[src/verilog/dac_prog_regs.svh]
// register addresses, bit positions, reset values and counts of the converter
`ifndef DAC_PROG_REGS_SVH
`define DAC_PROG_REGS_SVH
`define DAC_ADDR_LEFT 2'h0
`define DAC_ADDR_RIGHT 2'h1
`define DAC_ADDR_PLAY 2'h2
`define DAC_ADDR_FMT 2'h3
`define DAC_SEL_HI 10
`define DAC_SEL_LO 9
`define DAC_LOAD_BIT 8
`define DAC_LEVEL_RESET 8'hff
`define DAC_PLAY_RESET 5'h00
`define DAC_FMT_RESET 9'h080
`define DAC_MUTE_BIT 0
`define DAC_DEEMPH_BIT 1
`define DAC_DISABLE_BIT 2
`define DAC_WLEN_LO_BIT 3
`define DAC_WLEN_HI_BIT 4
`define DAC_I2S_BIT 0
`define DAC_LRP_BIT 1
`define DAC_COMMON_BIT 2
`define DAC_ROLLOFF_BIT 3
`define DAC_INVERT_BIT 4
`define DAC_CLKDIV_BIT 5
`define DAC_RATE_LO_BIT 6
`define DAC_RATE_HI_BIT 7
`define DAC_ZD_BIT 8
`define DAC_ZERO_RUN 65536
`define DAC_OSR 64
`define DAC_OSR_LOG2 6
`endif

[src/verilog/dac_pkg.sv]
// types of the converter program block; the modulator keeps its own state type
package dac_pkg;
	typedef enum logic [5:0] {
		FMT_RJ16 = 6'h01,
		FMT_RJ20 = 6'h02,
		FMT_RJ24 = 6'h04,
		FMT_LJ24 = 6'h08,
		FMT_I2S16 = 6'h10,
		FMT_I2S24 = 6'h20
	} word_fmt_t;
	typedef struct packed {
		logic cc_prev;
		logic latch_prev;
		logic bck_prev;
		logic wck_prev;
		logic xck_prev;
		logic half_clk;
		logic clk_out;
		logic [15:0] ctrl_shift;
		logic [7:0] left_level;
		logic [7:0] right_level;
		logic [7:0] left_applied;
		logic [7:0] right_applied;
		logic [4:0] play;
		logic [8:0] fmtc;
		logic [31:0] audio_sr;
		logic [5:0] bit_cnt;
		logic skip;
		logic [7:0] left_eff;
		logic [7:0] right_eff;
		logic [23:0] left_hold;
		logic [16:0] zero_run;
		logic zero_muted;
		logic [1:0][47:0] fifo;
		logic head;
		logic [1:0] cnt;
		logic overrun;
		logic [15:0] frame_cnt;
		logic [9:0] tick_period;
	} main_state_t;
endpackage : dac_pkg

[src/verilog/dac_modulator.sv]
// eight-level fourth-order noise-shaping modulator for both channels
`timescale 1ns/100ps
`include "dac_prog_regs.svh"
module dac_modulator #(
	parameter int OSR = `DAC_OSR
) (
	input wire logic i_clk,
	input wire logic i_reset,
	input wire logic [9:0] i_tick_period,
	input wire logic i_valid,
	input wire logic [47:0] i_pair,
	output logic o_ready,
	output logic [2:0] o_code_left,
	output logic [2:0] o_code_right,
	output logic o_code_strobe
);
	typedef struct packed {
		logic [9:0] tick_cnt;
		logic [5:0] osr_cnt;
		logic [1:0][23:0] held;
		logic [1:0][3:0][23:0] err;
		logic [1:0][2:0] code;
		logic strobe;
	} mod_state_t;

	mod_state_t s_q;
	mod_state_t s_d;
	logic tick;

	if (OSR != 64)
		$error("modulator serves only 64 outputs per sample");

	// ==========================================================
	// quantiser step
	// ==========================================================
	// error feedback with four zeros at one half keeps eight levels out of overload
	function automatic logic [26:0] shape_step(input logic [23:0] x,
			input logic [3:0][23:0] e);
		logic signed [27:0] y;
		logic signed [27:0] q;
		logic signed [27:0] r;
		y = 28'(signed'(x)) + 28'(signed'(e[0])) * 28'sd2
			- ((28'(signed'(e[1])) * 28'sd3) >>> 1)
			+ (28'(signed'(e[2])) >>> 1) - (28'(signed'(e[3])) >>> 4);
		q = (y + 28'sd1048576) >>> 21;
		if (q > 28'sd3)
			q = 28'sd3;
		if (q < -28'sd4)
			q = -28'sd4;
		r = y - (q <<< 21);
		if (r > 28'sd4194303)
			r = 28'sd4194303;
		if (r < -28'sd4194304)
			r = -28'sd4194304;
		return {3'(q + 28'sd4), r[23:0]};
	endfunction : shape_step

	// ==========================================================
	// next state
	// ==========================================================
	always_comb
	begin
		logic [26:0] st;
		st = '0;
		s_d = s_q;
		s_d.strobe = 1'b0;
		tick = (s_q.tick_cnt == 10'h000);
		o_ready = tick && (s_q.osr_cnt == 6'(OSR - 1));
		if (tick)
		begin
			s_d.tick_cnt = (i_tick_period == 10'h000) ? 10'h000 : i_tick_period - 10'h001;
			s_d.osr_cnt = s_q.osr_cnt + 6'h01;
			s_d.strobe = 1'b1;
			for (int c = 0; c < 2; c++)
			begin
				st = shape_step(s_q.held[c], s_q.err[c]);
				s_d.code[c] = st[26:24];
				s_d.err[c] = {s_q.err[c][2:0], st[23:0]};
			end
		end
		else
			s_d.tick_cnt = s_q.tick_cnt - 10'h001;
		if (o_ready && i_valid)
			s_d.held = i_pair;
	end

	always_ff @(posedge i_clk or posedge i_reset)
	begin
		if (i_reset)
			s_q <= '0;
		else
			s_q <= s_d;
	end

	assign o_code_left = s_q.code[0];
	assign o_code_right = s_q.code[1];
	assign o_code_strobe = s_q.strobe;

	a_tick_pacing: assert property (@(posedge i_clk) disable iff (i_reset)
		s_q.strobe && i_tick_period == 10'h002 && $stable(i_tick_period)
		|=> !s_q.strobe ##1 s_q.strobe)
		else $error("modulator tick spacing wrong");
endmodule : dac_modulator

[src/verilog/dac_program_block.sv]
// program registers, audio receiver and output control of the stereo converter
`timescale 1ns/100ps
`include "dac_prog_regs.svh"
module dac_program_block #(
	parameter int ZERO_RUN_CYCLES = `DAC_ZERO_RUN
) (
	input wire logic I_CLK,
	input wire logic I_RESET,
	input wire logic I_CONTROL_CLOCK,
	input wire logic I_CONTROL_SERIAL_IN,
	input wire logic I_CONTROL_LATCH,
	input wire logic I_BIT_CLOCK_IN,
	input wire logic I_WORD_CLOCK_IN,
	input wire logic I_AUDIO_DATA_IN,
	input wire logic I_CRYSTAL_CLOCK_IN,
	output logic O_CLOCK_OUT,
	output logic [2:0] O_CODE_LEFT,
	output logic [2:0] O_CODE_RIGHT,
	output logic O_CODE_STROBE,
	output logic O_DEEMPH_ENABLE,
	output logic [1:0] O_DEEMPH_RATE,
	output logic O_ROLLOFF_SLOW,
	output logic O_ZERO_MUTE_ACTIVE,
	output logic O_OVERRUN
);
	dac_pkg::main_state_t s_q;
	dac_pkg::main_state_t s_d;
	logic wr_stb;
	logic [1:0] wr_addr;
	logic [15:0] wr_data;
	logic push;
	logic [23:0] push_right;
	logic bck_rise;
	logic mod_ready;
	logic pop;

	if (ZERO_RUN_CYCLES < 2 || ZERO_RUN_CYCLES > 131071)
		$error("zero run count out of range");

	// ==========================================================
	// helpers
	// ==========================================================
	// format decode
	function automatic dac_pkg::word_fmt_t fmt_decode(input logic [1:0] wl, input logic i2s);
		unique case ({wl, i2s})
			3'h0: return dac_pkg::FMT_RJ16;
			3'h2: return dac_pkg::FMT_RJ20;
			3'h4: return dac_pkg::FMT_RJ24;
			3'h6: return dac_pkg::FMT_LJ24;
			3'h1: return dac_pkg::FMT_I2S16;
			3'h3: return dac_pkg::FMT_I2S24;
			default: return dac_pkg::FMT_RJ16;
		endcase
	endfunction : fmt_decode

	function automatic logic [5:0] fmt_width(input dac_pkg::word_fmt_t f);
		unique case (f)
			dac_pkg::FMT_RJ16, dac_pkg::FMT_I2S16: return 6'd16;
			dac_pkg::FMT_RJ20: return 6'd20;
			default: return 6'd24;
		endcase
	endfunction : fmt_width

	function automatic logic [23:0] fmt_align(input logic [31:0] sr, input logic [5:0] w);
		unique case (w)
			6'd16: return {sr[15:0], 8'h00};
			6'd20: return {sr[19:0], 4'h0};
			default: return sr[23:0];
		endcase
	endfunction : fmt_align

	// half-decibel gain, twelve steps per halving
	function automatic logic [23:0] apply_gain(input logic [23:0] s, input logic [7:0] lvl);
		logic [7:0] idx;
		logic [4:0] sh;
		logic [15:0] m;
		logic signed [40:0] p;
		idx = 8'hff - lvl;
		sh = 5'(idx / 8'd12);
		unique case (4'(idx % 8'd12))
			4'h0: m = 16'hffff;
			4'h1: m = 16'hf1ae;
			4'h2: m = 16'he429;
			4'h3: m = 16'hd766;
			4'h4: m = 16'hcb59;
			4'h5: m = 16'hbff9;
			4'h6: m = 16'hb53c;
			4'h7: m = 16'hab19;
			4'h8: m = 16'ha186;
			4'h9: m = 16'h987d;
			4'ha: m = 16'h8ff6;
			default: m = 16'h87e8;
		endcase
		p = 41'(signed'(s)) * 41'(signed'({1'b0, m}));
		p = p >>> (6'd16 + 6'(sh));
		return (lvl == 8'h00) ? 24'h000000 : p[23:0];
	endfunction : apply_gain

	function automatic logic [23:0] negate_sat(input logic [23:0] s);
		return (s == 24'h800000) ? 24'h7fffff : 24'h000000 - s;
	endfunction : negate_sat

	function automatic logic [7:0] ramp(input logic [7:0] cur, input logic [7:0] tgt);
		if (cur < tgt)
			return cur + 8'h01;
		if (cur > tgt)
			return cur - 8'h01;
		return cur;
	endfunction : ramp

	// ==========================================================
	// next state
	// ==========================================================
	always_comb
	begin
		dac_pkg::word_fmt_t fmt;
		logic [5:0] width;
		logic is_left;
		logic rj;
		logic [23:0] smp;
		logic [7:0] tgt_r;
		logic [1:0] cnt_after;
		fmt = fmt_decode({s_q.play[`DAC_WLEN_HI_BIT], s_q.play[`DAC_WLEN_LO_BIT]},
			s_q.fmtc[`DAC_I2S_BIT]);
		width = fmt_width(fmt);
		rj = (fmt == dac_pkg::FMT_RJ16) || (fmt == dac_pkg::FMT_RJ20)
			|| (fmt == dac_pkg::FMT_RJ24);
		is_left = 1'b0;
		smp = '0;
		tgt_r = '0;
		cnt_after = '0;
		s_d = s_q;
		wr_stb = 1'b0;
		wr_addr = s_q.ctrl_shift[`DAC_SEL_HI:`DAC_SEL_LO];
		wr_data = s_q.ctrl_shift;
		push = 1'b0;
		push_right = '0;

		s_d.cc_prev = I_CONTROL_CLOCK;
		s_d.latch_prev = I_CONTROL_LATCH;
		if (I_CONTROL_CLOCK && !s_q.cc_prev)
			s_d.ctrl_shift = {s_q.ctrl_shift[14:0], I_CONTROL_SERIAL_IN};
		if (I_CONTROL_LATCH && !s_q.latch_prev)
		begin
			wr_stb = 1'b1;
			unique case (wr_addr)
				`DAC_ADDR_LEFT:
				begin
					s_d.left_level = wr_data[7:0];
					if (wr_data[`DAC_LOAD_BIT])
						s_d.left_applied = wr_data[7:0];
				end
				`DAC_ADDR_RIGHT:
				begin
					s_d.right_level = wr_data[7:0];
					if (wr_data[`DAC_LOAD_BIT])
						s_d.right_applied = wr_data[7:0];
				end
				`DAC_ADDR_PLAY: s_d.play = wr_data[4:0];
				default: s_d.fmtc = wr_data[8:0];
			endcase
		end

		s_d.xck_prev = I_CRYSTAL_CLOCK_IN;
		if (I_CRYSTAL_CLOCK_IN && !s_q.xck_prev)
			s_d.half_clk = !s_q.half_clk;
		s_d.clk_out = s_q.fmtc[`DAC_CLKDIV_BIT] ? s_d.half_clk : I_CRYSTAL_CLOCK_IN;

		// frame length sets the modulator tick
		s_d.frame_cnt = (s_q.frame_cnt == 16'hffff) ? s_q.frame_cnt : s_q.frame_cnt + 16'h0001;

		// audio receiver
		s_d.bck_prev = I_BIT_CLOCK_IN;
		s_d.wck_prev = I_WORD_CLOCK_IN;
		if (I_WORD_CLOCK_IN != s_q.wck_prev)
		begin
			is_left = s_q.wck_prev ^ s_q.fmtc[`DAC_LRP_BIT];
			smp = apply_gain(fmt_align(s_q.audio_sr, width),
				is_left ? s_q.left_eff : s_q.right_eff);
			if (s_q.fmtc[`DAC_INVERT_BIT])
				smp = negate_sat(smp);
			if (s_q.play[`DAC_DISABLE_BIT] || s_q.zero_muted)
				smp = '0;
			if (is_left)
				s_d.left_hold = smp;
			else
			begin
				push = 1'b1;
				push_right = smp;
			end
			s_d.audio_sr = '0;
			s_d.bit_cnt = '0;
			// interface format skips the first bit
			s_d.skip = s_q.fmtc[`DAC_I2S_BIT];
			if (!is_left)
			begin
				s_d.tick_period = 10'(({1'b0, s_q.frame_cnt} + 17'h00001) >> `DAC_OSR_LOG2);
				s_d.frame_cnt = '0;
				// soft mute and common level ramp
				tgt_r = s_q.fmtc[`DAC_COMMON_BIT] ? s_q.left_applied : s_q.right_applied;
				s_d.left_eff = ramp(s_q.left_eff,
					s_q.play[`DAC_MUTE_BIT] ? 8'h00 : s_q.left_applied);
				s_d.right_eff = ramp(s_q.right_eff,
					s_q.play[`DAC_MUTE_BIT] ? 8'h00 : tgt_r);
			end
		end
		if (bck_rise)
		begin
			if (s_d.skip)
				s_d.skip = 1'b0;
			else if (rj || s_d.bit_cnt < width)
			begin
				s_d.audio_sr = {s_d.audio_sr[30:0], I_AUDIO_DATA_IN};
				if (s_d.bit_cnt != 6'h3f)
					s_d.bit_cnt = s_d.bit_cnt + 6'h01;
			end
			if (I_AUDIO_DATA_IN)
			begin
				s_d.zero_run = '0;
				s_d.zero_muted = 1'b0;
			end
			else if (s_q.zero_run != 17'(ZERO_RUN_CYCLES))
				s_d.zero_run = s_q.zero_run + 17'h00001;
			if (s_d.zero_run == 17'(ZERO_RUN_CYCLES))
				s_d.zero_muted = 1'b1;
		end
		if (!s_q.fmtc[`DAC_ZD_BIT])
			s_d.zero_muted = 1'b0;

		// two-entry buffer towards the modulator
		pop = mod_ready && (s_q.cnt != 2'h0);
		cnt_after = s_q.cnt;
		if (pop)
		begin
			s_d.head = !s_q.head;
			cnt_after = s_q.cnt - 2'h1;
		end
		if (push)
		begin
			if (cnt_after == 2'h2)
				s_d.overrun = 1'b1;
			else
			begin
				s_d.fifo[s_d.head ^ cnt_after[0]] = {push_right, s_q.left_hold};
				cnt_after = cnt_after + 2'h1;
			end
		end
		s_d.cnt = cnt_after;
	end

	assign bck_rise = I_BIT_CLOCK_IN && !s_q.bck_prev;

	always_ff @(posedge I_CLK or posedge I_RESET)
	begin
		if (I_RESET)
		begin
			s_q <= '0;
			s_q.left_level <= `DAC_LEVEL_RESET;
			s_q.right_level <= `DAC_LEVEL_RESET;
			s_q.left_applied <= `DAC_LEVEL_RESET;
			s_q.right_applied <= `DAC_LEVEL_RESET;
			s_q.left_eff <= `DAC_LEVEL_RESET;
			s_q.right_eff <= `DAC_LEVEL_RESET;
			s_q.play <= `DAC_PLAY_RESET;
			s_q.fmtc <= `DAC_FMT_RESET;
		end
		else
			s_q <= s_d;
	end

	// ==========================================================
	// modulator and outputs
	// ==========================================================
	// sixty-four codes per sample
	dac_modulator #(
		.OSR(`DAC_OSR)
	) u_modulator (
		.i_clk(I_CLK),
		.i_reset(I_RESET),
		.i_tick_period(s_q.tick_period),
		.i_valid(s_q.cnt != 2'h0),
		.i_pair(s_q.fifo[s_q.head]),
		.o_ready(mod_ready),
		.o_code_left(O_CODE_LEFT),
		.o_code_right(O_CODE_RIGHT),
		.o_code_strobe(O_CODE_STROBE)
	);

	assign O_CLOCK_OUT = s_q.clk_out;
	assign O_DEEMPH_ENABLE = s_q.play[`DAC_DEEMPH_BIT];
	assign O_DEEMPH_RATE = {s_q.fmtc[`DAC_RATE_HI_BIT], s_q.fmtc[`DAC_RATE_LO_BIT]};
	assign O_ROLLOFF_SLOW = s_q.fmtc[`DAC_ROLLOFF_BIT];
	assign O_ZERO_MUTE_ACTIVE = s_q.zero_muted;
	assign O_OVERRUN = s_q.overrun;

	// ==========================================================
	// checks
	// ==========================================================
	a_left_defer: assert property (@(posedge I_CLK) disable iff (I_RESET)
		wr_stb && wr_addr == `DAC_ADDR_LEFT && !wr_data[`DAC_LOAD_BIT]
		|=> $stable(s_q.left_applied) && s_q.left_level == $past(wr_data[7:0]))
		else $error("left level applied without load bit");
	a_left_apply: assert property (@(posedge I_CLK) disable iff (I_RESET)
		wr_stb && wr_addr == `DAC_ADDR_LEFT && wr_data[`DAC_LOAD_BIT]
		|=> s_q.left_applied == $past(wr_data[7:0]))
		else $error("left level not applied");
	a_right_apply: assert property (@(posedge I_CLK) disable iff (I_RESET)
		wr_stb && wr_addr == `DAC_ADDR_RIGHT && wr_data[`DAC_LOAD_BIT]
		|=> s_q.right_applied == $past(wr_data[7:0]) && $stable(s_q.left_applied))
		else $error("right level not applied");
	a_play_write: assert property (@(posedge I_CLK) disable iff (I_RESET)
		wr_stb && wr_addr == `DAC_ADDR_PLAY
		|=> O_DEEMPH_ENABLE == $past(wr_data[`DAC_DEEMPH_BIT]))
		else $error("playback control not written");
	a_disable_zero: assert property (@(posedge I_CLK) disable iff (I_RESET)
		push && s_q.play[`DAC_DISABLE_BIT] |-> push_right == 24'h000000)
		else $error("disabled output not zero");
	a_zero_off: assert property (@(posedge I_CLK) disable iff (I_RESET)
		!s_q.fmtc[`DAC_ZD_BIT] |=> !O_ZERO_MUTE_ACTIVE)
		else $error("zero mute while detection off");
	a_zero_set: assert property (@(posedge I_CLK) disable iff (I_RESET)
		s_q.fmtc[`DAC_ZD_BIT] && bck_rise && !I_AUDIO_DATA_IN
		&& s_q.zero_run == 17'(ZERO_RUN_CYCLES - 1) |=> O_ZERO_MUTE_ACTIVE)
		else $error("zero mute not set");
	a_zero_release: assert property (@(posedge I_CLK) disable iff (I_RESET)
		bck_rise && I_AUDIO_DATA_IN |=> !O_ZERO_MUTE_ACTIVE && s_q.zero_run == 17'h00000)
		else $error("zero run not restarted");
	a_clk_buffer: assert property (@(posedge I_CLK) disable iff (I_RESET)
		!s_q.fmtc[`DAC_CLKDIV_BIT] && !s_d.fmtc[`DAC_CLKDIV_BIT]
		|=> O_CLOCK_OUT == $past(I_CRYSTAL_CLOCK_IN))
		else $error("clock output not buffered");
	a_common_level: assert property (@(posedge I_CLK) disable iff (I_RESET)
		push && s_q.fmtc[`DAC_COMMON_BIT] && !s_q.play[`DAC_MUTE_BIT]
		&& s_q.right_eff == s_q.left_applied |=> s_q.right_eff == $past(s_q.left_applied))
		else $error("common level not followed");
endmodule : dac_program_block

[config.mk]
export PLATFORM = sky130hd
export DESIGN_NAME = dac_program_block
export DESIGN_NICKNAME = d
export VERILOG_FILES = /design/src/verilog/dac_pkg.sv /design/src/verilog/dac_modulator.sv /design/src/verilog/dac_program_block.sv
export VERILOG_INCLUDE_DIRS = /design/src /design/src/verilog
export SDC_FILE = /design/constraint.sdc
export NUM_CORES = 2
export LEC_CHECK = 0
export BUFFER_PORTS_ARGS = -buffer_cell sky130_fd_sc_hd__buf_4
export CORE_MARGIN = 4
export CORE_UTILIZATION = 30
export CTS_CLUSTER_SIZE = 10
export DETAILED_ROUTE_END_ITERATION = 10
export MAX_ROUTING_LAYER = met4
export SETUP_SLACK_MARGIN = 0.4
export SLEW_MARGIN = 20
export SYNTH_ARGS = -nofsm -noshare
export SYNTH_HDL_FRONTEND = slang
export SYNTH_SLANG_ARGS = --single-unit
export TNS_END_PERCENT = 10
[constraint.sdc]
create_clock -name I_CLK -period 14.4 [get_ports I_CLK]
set_input_delay 0.72 -clock I_CLK [delete_from_list [all_inputs] [get_ports I_CLK]]
set_output_delay 0.72 -clock I_CLK [all_outputs]
set_load 0.03 [all_outputs]
==> out/qor.yml <==
fp.coreArea_um2: 164800
drv_slew: 0
setup_viol_count_final: 0
r2r.worst_path.cells: 41
syn_nets: 6518
relSlewSlack_pct: 22.78
hp-start: "I_BIT_CLOCK_IN"
die_w_um: 415.2
drive_gt1_share_pct: 7.044
r2r_setup_slack_ps: 1070
cts_hold_buf: 0
post-route-period-util_pct: 92.60
wl_per_cell_um: 16.55
grt_usage_pct: 15.43
start_util_pct: 30.18
critPathLaunchType: "register"
grt_pass1_wl_mm: 213.5
die_area_um2: 172400
rsz0062_at_grt: "false"
io_buffers: 22
rr_startpoint: "s_q[288]"
path_clk_slew_ps: 50
htree_levels: 3
synth.yosys.seq_area_share_pct: 26.05
crit_top_cell: "fa_1"
skew_ps: 28.90
hold_path_end: "s_q[289]"
yosysWarnings: 0
synth-async-reset-ratio_pct: 100.0
cp_data_required_time_ps: 14880
gr-total-overflow: 0
ant_nets: 0
crit_type: "register to register"
nets: 6456
crit_family: "adder cells"
cp_slowest_stage_delay_ps: 650
setup-tns-final_ps: 0
synth_cell_types: 98
dr.pass1.iters: 5
antenna_found_initial: 1
syn_avg_cell_area_um2: 8.770
grt_start_max_net_pins: 178
synth-seq-cells: 516
clockBufferDepth: 3
critical_path_buf_inv_count: 5
hold_class: "input pin to register"
cts.sink_count: 516
cp_slowest_cell: "nor3_1"
area_growth_syn_to_layout_pct: 9.666
syn-cell-area_um2: 49730
reg2reg_to: "s_q[165]"
viasPerCell: 4.947
drt-initial-drc-count: 2787
syn_inst: 5671
run_status: "complete, no violations"
fmax_mhz: 74.99
cp_max_fo: 26
wirelength_mm: 129.7
io_pins: 23
ys.flop_type: "dfrtp_1"
grt_pass1_vias: 39080
clockRootBuffer: "clkbuf_16"
fp-row-count: 149
numCtsBuffers: 66
finalHoldViolCount: 0
route.detailed.drc: 0
drv_cap: 0
whs_path_depth: 1
dp_hpwl_mm: 99.35
die_y_um: 415.2
cts_tree: "built"
clk_latency_ps: 660
holdWs_ps: 193.0
worstSetupEndpointType: "register"
final.min_clock_period_ps: 13330
n_fill_cell: 17140
crit_arrival_ps: 13820
synth-edff-count: 0
tightest_slew_ps: 1156
gp_congestion: 0.9357
vias: 38790
-- state kept, by name, summed over array words and instances (netlist names) --
register / cells
O_CLOCK_OUT: 1
O_ZERO_MUTE_ACTIVE: 1
u_modulator.o_code_strobe: 1
O_DEEMPH_RATE: 2
u_modulator.o_code_right: 3
u_modulator.o_code_left: 3
O_OVERRUN: 1
wr_data: 11
s_q: 245
O_ROLLOFF_SLOW: 1
u_modulator.s_q: 246
O_DEEMPH_ENABLE: 1
-- metrics by stage --
stage               setup slack (ps)  cells  util (%)  cell area, um^2
floorplan                       1323   5671         -            49740
global placement               992.1   7728     31.81            52420
detailed placement             630.3   7728     31.81            52420
CTS                            630.2   7837     33.03            54440
global route                   415.2   7840     33.09            54540
finish                          1065   7840     33.09            54540
-- synthesized netlist by cell type, types with 11 or more instances --
cell      instances  area, um^2
ha_1            351        4392
o211ai_1         22       165.2
a221oi_1         21       183.9
and3_1           54       337.8
a21o_1           52       390.4
dfstp_2          33       867.1
nor2_1          370        1389
buf_1            11       41.29
a21oi_1         222        1111
fa_1            487        9749
o21ai_0         368        1842
a31oi_1          30       187.7
xor2_1           84       735.7
nand2_1        1043        3915
o21ai_1          12       60.06
o21bai_1         20       150.1
nor2b_1          42       262.8
nor3_1          103       515.5
nand2b_1         47       294.0
nand3_1          90       450.4
o31ai_1          17       127.6
o21a_1           31       232.7
or3_1            35       219.0
nor4_1           35       219.0
buf_2            21       105.1
inv_1           636        2387
or2_2            24       150.1
a211oi_1         35       262.8
mux2i_1         106        1061
and2_1           53       331.6
a211o_1          11       96.34
clkbuf_1        194       728.2
mux2_2           75       844.6
dfrtp_1         483       12090
a22oi_1          12       90.09
nand4_1          30       187.7
o22ai_1          26       162.7
nor3b_1          11       82.58
xnor2_1         166        1454
a21oi_2          11       96.34
-- placed cells by master (no fill, tap or decap), types with 34 or more instances in the layout --
cell type  synthesis  routed
a211oi_1          35      34
buf_4              9     105
dfrtp_1          483     482
nor2b_1           42      41
fa_1             487     486
and2_1            53      53
clkbuf_16          0      66
nand3_1           90      90
a21oi_1          222     221
mux2i_1          106     106
inv_1            636     634
nor3_1           103     101
a21o_1            52      52
or3_1             35      34
mux2_2            75      75
o21ai_0          368     365
nor2_1           370     367
nand2b_1          47      47
nand2_1         1043    1042
nor4_1            35      34
ha_1             351     351
xor2_1            84      83
and3_1            54      54
xnor2_1          166     165
-- how the worst max path moves through the flow --
stage | from | endpoint | slack [ps] | depth (start not counted)
floorplan | s_q[172] | s_q[54] | 1320 | 51
global placement | s_q[288] | s_q[117] | 990 | 47
detailed placement | s_q[288] | s_q[117] | 630 | 47
CTS | s_q[288] | s_q[117] | 630 | 47
global route | s_q[288] | s_q[150] | 420 | 43
finish | s_q[288] | s_q[165] | 1070 | 41
-- routing by layer --
metal	track usage, %	wire length (um)
met5	-	0
met4	4.095	3202
met3	2.165	6202
met2	24.60	61180
met1	20.64	59130
-- worst register-to-register path, delay by kind of cell, from the launching register on --
kind | cells | cell delay, ps
muxes | 2 | 630
AOI/OAI and AO/OA | 14 | 3450
buffers and inverters | 5 | 750
and+or+nand+nor | 10 | 3600
adders and majority gates | 8 | 3710
xor gates and xnor gates | 2 | 470
DFF | 1 | 540
-- repair_timing --
| item | 4_1_cts | 5_1_grt |
|---|---|---|
| gates resized for setup | 0 | 11 |
| setup buffers | 0 | 1 |
| endpoints found under the setup margin | 0 | 72 |
-- area by class of cell --
| cell class | instances | area (um^2) | area share, % |
|---|---|---|---|
| Antenna cell | 1 | 2.502 | 0.004588 |
| Clock inverter | 15 | 190.2 | 0.3487 |
| Timing Repair Buffer | 108 | 855.8 | 1.569 |
| Sequential cell | 516 | 12950 | 23.75 |
| Tap cell | 2189 | 2739 | 5.022 |
| Clock buffer | 94 | 1827 | 3.349 |
| Inverter | 644 | 2426 | 4.448 |
| Multi-Input combinational cell | 4273 | 33540 | 61.50 |
-- kinds of logic (layout without fill, tap and decap cells) --
| logic type | after synthesis | in the layout | share of synthesized area, % |
|---|---|---|---|
| adder cells (fa/ha/maj) | 838 | 838 | 28.43 |
| AO/OA/AOI/OAI | 1020 | 1020 | 12.77 |
| other | 0 | 1 | 0 |
| buffers and inverters | 882 | 861 | 6.823 |
| XOR/XNOR | 252 | 252 | 4.468 |
| multiplexers | 182 | 182 | 3.877 |
| AND/OR/NAND/NOR | 1981 | 1981 | 17.58 |
| flip-flops | 516 | 516 | 26.05 |
Power is not shown: default switching activity piles up to over one toggle a cycle in this logic, so the estimate is an artifact.
